==> src/srsf_regs.svh <==
// constants for the receive status flag block
`ifndef SRSF_REGS_SVH
`define SRSF_REGS_SVH
`define SRSF_DATA_W 8
`define SRSF_FULL_RST 1'b0
`define SRSF_OVR_RST 1'b0
`endif

==> src/srsf_pkg.sv <==
// types for the receive status flag block
package srsf_pkg;
  typedef enum logic [1:0] {
    SRSF_ARM_IDLE = 2'b00,
    SRSF_ARM_READ = 2'b01
  } srsf_arm_t;
endpackage : srsf_pkg

==> src/srsf_clear_arm.sv <==
// read-then-write-0 clear qualifier for one status flag
module srsf_clear_arm (
  // clock and reset
  input wire logic clock,
  input wire logic rst,
  // flag and software access
  input wire logic flag,
  input wire logic sw_read,
  input wire logic sw_write,
  input wire logic sw_wdata,
  // result
  output logic clear_ok
);
  srsf_pkg::srsf_arm_t arm_ff;
  srsf_pkg::srsf_arm_t nxt_arm;

  // a write of 0 clears only once the flag has been seen as 1
  assign clear_ok = sw_write && !sw_wdata && (arm_ff == srsf_pkg::SRSF_ARM_READ);

  always_comb begin
    nxt_arm = arm_ff;
    case (arm_ff)
      srsf_pkg::SRSF_ARM_IDLE: begin
        if (sw_read && flag) begin
          nxt_arm = srsf_pkg::SRSF_ARM_READ;
        end
      end
      srsf_pkg::SRSF_ARM_READ: begin
        // flag dropped by another cause: the old read no longer counts
        if (!flag || clear_ok) begin
          nxt_arm = srsf_pkg::SRSF_ARM_IDLE;
        end
      end
      default: begin
        nxt_arm = srsf_pkg::SRSF_ARM_IDLE;
      end
    endcase
  end

  always_ff @(posedge clock) begin
    if (rst) begin
      arm_ff <= srsf_pkg::SRSF_ARM_IDLE;
    end else begin
      arm_ff <= nxt_arm;
    end
  end
endmodule : srsf_clear_arm

==> src/srsf_status.sv <==
// receive-full and overrun status flags with holding register
`include "srsf_regs.svh"

// Operation
// - receive-full flag starts at zero
// - reset or standby clears both flags
// - receive-full clears by read then write 0
// - dma read of holding register clears receive-full
// - good character sets receive-full, loads holding
// - errors keep holding, flag; receiver disable only gates rx_allow
// - character arriving while full is discarded
// - overrun flag sets when full at completion
// - overrun flag starts at zero
// - overrun clears by read then write 0
// - receiver disable leaves overrun flag alone
// - writing 1 to either flag ignored
// - overrun halts reception and sync transmission
module srsf_status #(
  parameter int DATA_W = `SRSF_DATA_W
) (
  // clock and reset
  input wire logic clock,
  input wire logic rst,
  input wire logic standby,
  // receiver side
  input wire logic rx_done,
  input wire logic rx_error,
  input wire logic [DATA_W-1:0] rx_shift_data,
  input wire logic receiver_enable_bit,
  input wire logic sync_mode,
  // software access to the status flags
  input wire logic sw_read,
  input wire logic sw_write,
  input wire logic sw_wdata_full,
  input wire logic sw_wdata_ovr,
  // dma access
  input wire logic dma_read,
  // outputs
  output logic receive_full_flag,
  output logic overrun_error_flag,
  output logic [DATA_W-1:0] receive_holding_register,
  output logic rx_allow,
  output logic tx_allow
);
  // ----------------------------------------
  // flag indices
  // ----------------------------------------
  localparam int FLAG_CNT = 2;
  localparam int FLAG_FULL = 0;
  localparam int FLAG_OVR = 1;

  // ----------------------------------------
  // registered state
  // ----------------------------------------
  logic full_ff;
  logic nxt_full;
  logic ovr_ff;
  logic nxt_ovr;
  logic [DATA_W-1:0] hold_ff;
  logic [DATA_W-1:0] nxt_hold;

  // ----------------------------------------
  // clear qualifier wiring
  // ----------------------------------------
  logic [FLAG_CNT-1:0] flag_vec;
  logic [FLAG_CNT-1:0] wdata_vec;
  logic [FLAG_CNT-1:0] clr_ok_vec;

  // ----------------------------------------
  // event terms
  // ----------------------------------------
  logic full_sw_clear;
  logic ovr_sw_clear;
  logic full_dma_clear;
  logic full_clear;
  logic ovr_clear;
  logic rx_halted;
  logic char_accept;
  logic char_good;
  logic take_char;
  logic overrun_evt;
  logic sync_tx_block;
  logic sby_clear;
  logic [FLAG_CNT-1:0] set_vec;
  logic [FLAG_CNT-1:0] clr_vec;

  // ----------------------------------------
  // read-then-write-0 clear qualifiers
  // ----------------------------------------
  assign flag_vec[FLAG_FULL] = full_ff;
  assign flag_vec[FLAG_OVR] = ovr_ff;
  assign wdata_vec[FLAG_FULL] = sw_wdata_full;
  assign wdata_vec[FLAG_OVR] = sw_wdata_ovr;

  // one status read arms every flag that is set at that moment;
  // an arm drops when its flag falls by another cause, so a read taken
  // before a dma clear cannot clear a character that arrives later
  for (genvar gi = 0; gi < FLAG_CNT; gi = gi + 1) begin : g_arm
    srsf_clear_arm u_arm (
      .clock(clock),
      .rst(rst),
      .flag(flag_vec[gi]),
      .sw_read(sw_read),
      .sw_write(sw_write),
      .sw_wdata(wdata_vec[gi]),
      .clear_ok(clr_ok_vec[gi])
    );
  end

  // ----------------------------------------
  // clear events
  // ----------------------------------------
  // a write of 1 never forms a clear term, so it is simply ignored
  assign full_sw_clear = clr_ok_vec[FLAG_FULL];
  assign ovr_sw_clear = clr_ok_vec[FLAG_OVR];
  assign full_dma_clear = dma_read;
  assign full_clear = full_sw_clear || full_dma_clear;
  assign ovr_clear = ovr_sw_clear;

  // ----------------------------------------
  // receive events
  // ----------------------------------------
  // completions are dropped while overrun stands: reception is halted
  // an errored character still counts as a completion for overrun
  assign rx_halted = ovr_ff;
  assign char_accept = rx_done && !rx_halted;
  assign char_good = char_accept && !rx_error;
  assign take_char = char_good && !full_ff;
  assign overrun_evt = char_accept && full_ff;

  // ----------------------------------------
  // per-flag set and clear
  // ----------------------------------------
  assign sby_clear = standby;
  assign set_vec[FLAG_FULL] = take_char;
  assign set_vec[FLAG_OVR] = overrun_evt;
  assign clr_vec[FLAG_FULL] = full_clear;
  assign clr_vec[FLAG_OVR] = ovr_clear;

  // ----------------------------------------
  // receive-full flag
  // ----------------------------------------
  // standby beats a set, and a set beats a same-cycle clear
  always_comb begin
    if (sby_clear) begin
      nxt_full = 1'b0;
    end else if (set_vec[FLAG_FULL]) begin
      nxt_full = 1'b1;
    end else if (clr_vec[FLAG_FULL]) begin
      nxt_full = 1'b0;
    end else begin
      nxt_full = full_ff;
    end
  end

  always_ff @(posedge clock) begin
    if (rst) begin
      full_ff <= `SRSF_FULL_RST;
    end else begin
      full_ff <= nxt_full;
    end
  end

  // ----------------------------------------
  // overrun flag
  // ----------------------------------------
  // receiver_enable_bit deliberately plays no part here
  always_comb begin
    if (sby_clear) begin
      nxt_ovr = 1'b0;
    end else if (set_vec[FLAG_OVR]) begin
      nxt_ovr = 1'b1;
    end else if (clr_vec[FLAG_OVR]) begin
      nxt_ovr = 1'b0;
    end else begin
      nxt_ovr = ovr_ff;
    end
  end

  always_ff @(posedge clock) begin
    if (rst) begin
      ovr_ff <= `SRSF_OVR_RST;
    end else begin
      ovr_ff <= nxt_ovr;
    end
  end

  // ----------------------------------------
  // holding register
  // ----------------------------------------
  // errored or refused characters leave the old contents in place
  always_comb begin
    if (take_char) begin
      nxt_hold = rx_shift_data;
    end else begin
      nxt_hold = hold_ff;
    end
  end

  // contents mean nothing until the full flag is set
  always_ff @(posedge clock) begin
    if (rst) begin
      hold_ff <= '0;
    end else begin
      hold_ff <= nxt_hold;
    end
  end

  // ----------------------------------------
  // receive and transmit gating
  // ----------------------------------------
  // only clocked synchronous mode stops the transmitter on overrun
  assign sync_tx_block = sync_mode && ovr_ff;
  assign rx_allow = receiver_enable_bit && !rx_halted;
  assign tx_allow = !sync_tx_block;

  // ----------------------------------------
  // outputs
  // ----------------------------------------
  assign receive_full_flag = full_ff;
  assign overrun_error_flag = ovr_ff;
  assign receive_holding_register = hold_ff;
endmodule : srsf_status

==> config.mk <==
export PLATFORM = sky130hd
export DESIGN_NAME = srsf_status
export DESIGN_NICKNAME = d
export VERILOG_FILES = /design/src/srsf_pkg.sv /design/src/srsf_clear_arm.sv /design/src/srsf_status.sv
export VERILOG_INCLUDE_DIRS = /design/src
export SDC_FILE = /design/constraint.sdc
export NUM_CORES = 1
export LEC_CHECK = 0
export BUFFER_PORTS_ARGS = -buffer_cell sky130_fd_sc_hd__buf_2
export CORE_UTILIZATION = 41
export CTS_CLUSTER_SIZE = 20
export DETAILED_ROUTE_END_ITERATION = 8
export GPL_ROUTABILITY_DRIVEN = 0
export PLACE_DENSITY = 0.75
export SLEW_MARGIN = 5
export SYNTH_ARGS = -nofsm -noshare
export SYNTH_HDL_FRONTEND = slang
export SYNTH_SLANG_ARGS = --single-unit
==> constraint.sdc <==
create_clock -name clock -period 1.35 [get_ports clock]
set_input_delay 0.2025 -clock clock [delete_from_list [all_inputs] [get_ports clock]]
set_output_delay 0.2025 -clock clock [all_outputs]
set_load 0.005 [all_outputs]
==> summary by stage <==
Global routing
The initial antenna violation count is 0. The first global-routing pass estimated 1520 um of wire. The via count of the first global-routing pass came to 395. Entering global routing, the biggest net connects 23 pins. Across every metal layer, demand over resource in global routing totals 0.151. The remaining global-route overflow is 0.

Finish
In the final layout, the share of cells above drive strength 1 is 0.448. The area growth from synthesis to layout is 35.3%. The area used by sequential logic in the layout is 240 um2.

0 antenna diodes ended up in the layout. The utilization of the core after routing is 0.594. Summing all multi-input logic gate instances after layout gives 305 um2. Fill cells in the final layout number 113. For this run, the post-layout net count is 108. Excluding fillers, the count of instances in the completed layout stands at 102.

Yosys
Ranked by total cell area, the synthesized netlist is headed by sky130_fd_sc_hd__dfxtp_1 43%, sky130_fd_sc_hd__nand2b_1 18%, sky130_fd_sc_hd__mux2i_1 14%. The sequential share of the synthesized area is 0.426. For this run, the number of Yosys warnings is 0. A synthesized cell averages 10.4 um2.

Counting every net in the synthesized netlist gives 74. The area share of the largest cell type after synthesis is 0.426. In this run, synthesis produced a sequential element count of 12. Synthesis produced 54 cells. The post-synthesis cell area is 564 um2. The cell taking the most area after synthesis is sky130_fd_sc_hd__dfxtp_1.

Synthesis instantiated 14 different standard cells from the library.

STA
Subtracting the final worst setup slack from the clock period gives 1.26 ns. The minimum setup slack in the final design is 0.0879 ns. Setup violations remaining at the end of the flow were counted as 0. The remaining max-slew budget at the tightest pin is 0.822.

The count of final hold-check violations is 0. The slew of the pin with the lowest slew margin is 0.263 ns. Derived from the worst setup path, the maximum achievable clock frequency is 792 MHz.

The final number of max-transition violations came to 0. Between clock sinks in the finished design, the worst skew comes to 0.00524 ns. Setup repair after global routing left no endpoint under its margin. The final sum of negative setup slack is 0 ns.

The portion of the clock cycle consumed by the worst path in the final layout is 0.935.

Worst hold path
The path class of the tightest hold or removal check is in2reg.

Drt
The detailed-route wire length is 1010 um. In the final routed layout, each cell accounts on average for 9.87 um. The routed design uses 450 um of met2 wire. The number of vias after detailed routing is 485. The highest routing layer actually used is met3. The met3 wirelength from detailed routing is 84 um. The residual antenna-violating net count after detailed routing is 0. The remaining design rule violation count is 0. The first detailed-routing pass ran for 2 iterations. The first routing iteration left 6 violations.

The routed metal-1 wire length is 472 um. Dividing the detail-routed via count by the number of cells gives 4.75.

Placed design
The number of placed instances with taps included is 98. Port buffering added 31 buffers. The placement-stage worst setup slack is 0.193 ns. The post-DP HPWL is 767 um.

Worst setup path
The category of the critical setup timing path is reg2out. At the worst endpoint, the required time is 1.15 ns. The worst setup path is launched from a register. In this run the worst path has a maximum fanout of 7. The kind of capture point of the worst setup path is an output pin. The critical path data arrival time is 1.06 ns.

Clock tree
In this run the number of H-tree levels came out at 1. The clock drives 12 sinks. The number of resized instances in the post-cts repair step is 0. Clock tree synthesis inserted a total of 3 buffers. The deepest clock path buffer count is 2.

The latest clock arrival within the worst-skew pair is 0.27 ns. The number of buffers inserted for hold repair after clock tree synthesis is 0. TritonCTS built the clock tree.

Clock-pin slew was measured on the worst setup and hold paths at 0.08 ns. The tree is rooted in a sky130_fd_sc_hd__clkbuf_4. Post-CTS timing repair inserted 0 buffers for setup.

Power and ir drop
In this run the power density over the cells is 985 nW/um2. Summed over all cells, the static leakage comes to 0.356 nW. The worst-case vdd ir drop is 0.602 mV. Overall power consumption after layout is estimated at 0.000752 W.

Floorplan
The core area is 1280 um2. Measured along the y axis, the die boundary spans 39.1 um. The cell row count is 13. The die is 39.1 um wide. For this design the top-level I/O count stands at 32. The initial core utilization is 0.439. The die area is 1530 um2.

Run status
The run finished with clean final reports.

Flow run
The total of max-cap violations is 0.
## critical path, stage by stage (launching register included)
cell and delay, ns:
sky130_fd_sc_hd__dfxtp_1 0.44, sky130_fd_sc_hd__and2b_2 0.24, sky130_fd_sc_hd__buf_2 0.12
## sequential cells by signal (all words and copies together), names as in the netlist
signal and count:
g_arm.u_arm.arm_ff 2, overrun_error_flag 1, receive_full_flag 1, receive_holding_register 8
## metrics by stage
| step | area, um2 | hold WS [ns] |
|---|---|---|
| 2_1_floorplan | 564 | 0.319 |
| 3_3_place_gp | 727 | 0.421 |
| 3_5_place_dp | 727 | 0.424 |
| 4_1_cts | 763 | 0.141 |
| 5_1_grt | 763 | 0.136 |
| 6_report | 763 | 0.143 |
## synth_stat cells, drive strengths merged
library cell / n
nand2b: 16
dfxtp: 12
mux2i: 8
nor4b: 4
nor2: 3
and3b: 2
clkbuf: 2
o2bb2ai: 2
and2b: 1
buf: 1
nand2: 1
or3b: 1
or4b: 1
## power breakdown
part / total (W) / switching, W / leakage (nW) / internal [W]
logic: 0.0000962 / 0.0000390 / 0.237 / 0.0000573
clock network: 0.000280 / 0.000116 / 0.0210 / 0.000164
registers: 0.000375 / 0.00000746 / 0.0978 / 0.000368
total: 0.000752 / 0.000163 / 0.356 / 0.000589
## path summary, 6_finish.rpt
path,startpoint,depth (start not counted),to,slack (ns)
setup / recovery,overrun_error_flag,2,rx_allow,0.09
hold / removal,rx_done,2,overrun_error_flag,0.14
setup reg to reg,overrun_error_flag,3,receive_holding_register[5],0.18
hold reg to reg,receive_holding_register[3],2,receive_holding_register[3],0.47
## cells by family after synthesis
family                 Yosys count  synth area share
buffers and inverters            3            0.0333
muxes                            8             0.142
AOI/OAI and AO/OA                2            0.0310
DFF                             12             0.426
and+or+nand+nor                 29             0.368
## cells in the final DEF (no fill, tap or decap)
master	Yosys	layout
sky130_fd_sc_hd__buf_2	0	31
sky130_fd_sc_hd__nand2b_1	16	16
sky130_fd_sc_hd__dfxtp_1	12	12
sky130_fd_sc_hd__mux2i_1	8	8
sky130_fd_sc_hd__nor2_1	3	3
sky130_fd_sc_hd__clkbuf_4	0	3
sky130_fd_sc_hd__nor4b_2	2	2
sky130_fd_sc_hd__and3b_1	2	2
sky130_fd_sc_hd__o2bb2ai_1	2	2
sky130_fd_sc_hd__nor4b_1	2	2
sky130_fd_sc_hd__and2b_2	1	1
sky130_fd_sc_hd__nand2_1	1	1
sky130_fd_sc_hd__or4b_1	1	1
sky130_fd_sc_hd__or3b_1	1	1
sky130_fd_sc_hd__clkbuf_8	0	1
sky130_fd_sc_hd__buf_4	0	1
## routing by layer
layer / up-vias / GRT usage
li1: 253 / -
met1: 209 / 0.178
met2: 23 / 0.238
met3: 0 / 0.0520
met4: 0 / 0.0776
met5: - / 0
## area by class of cell
type | instances | area share
Multi-Input combinational cell | 39 | 0.400
Sequential cell | 12 | 0.315
Timing Repair Buffer | 32 | 0.213
Clock buffer | 4 | 0.0475
Tap cell | 15 | 0.0246
Note: power is estimated with default switching activity, not from simulation.
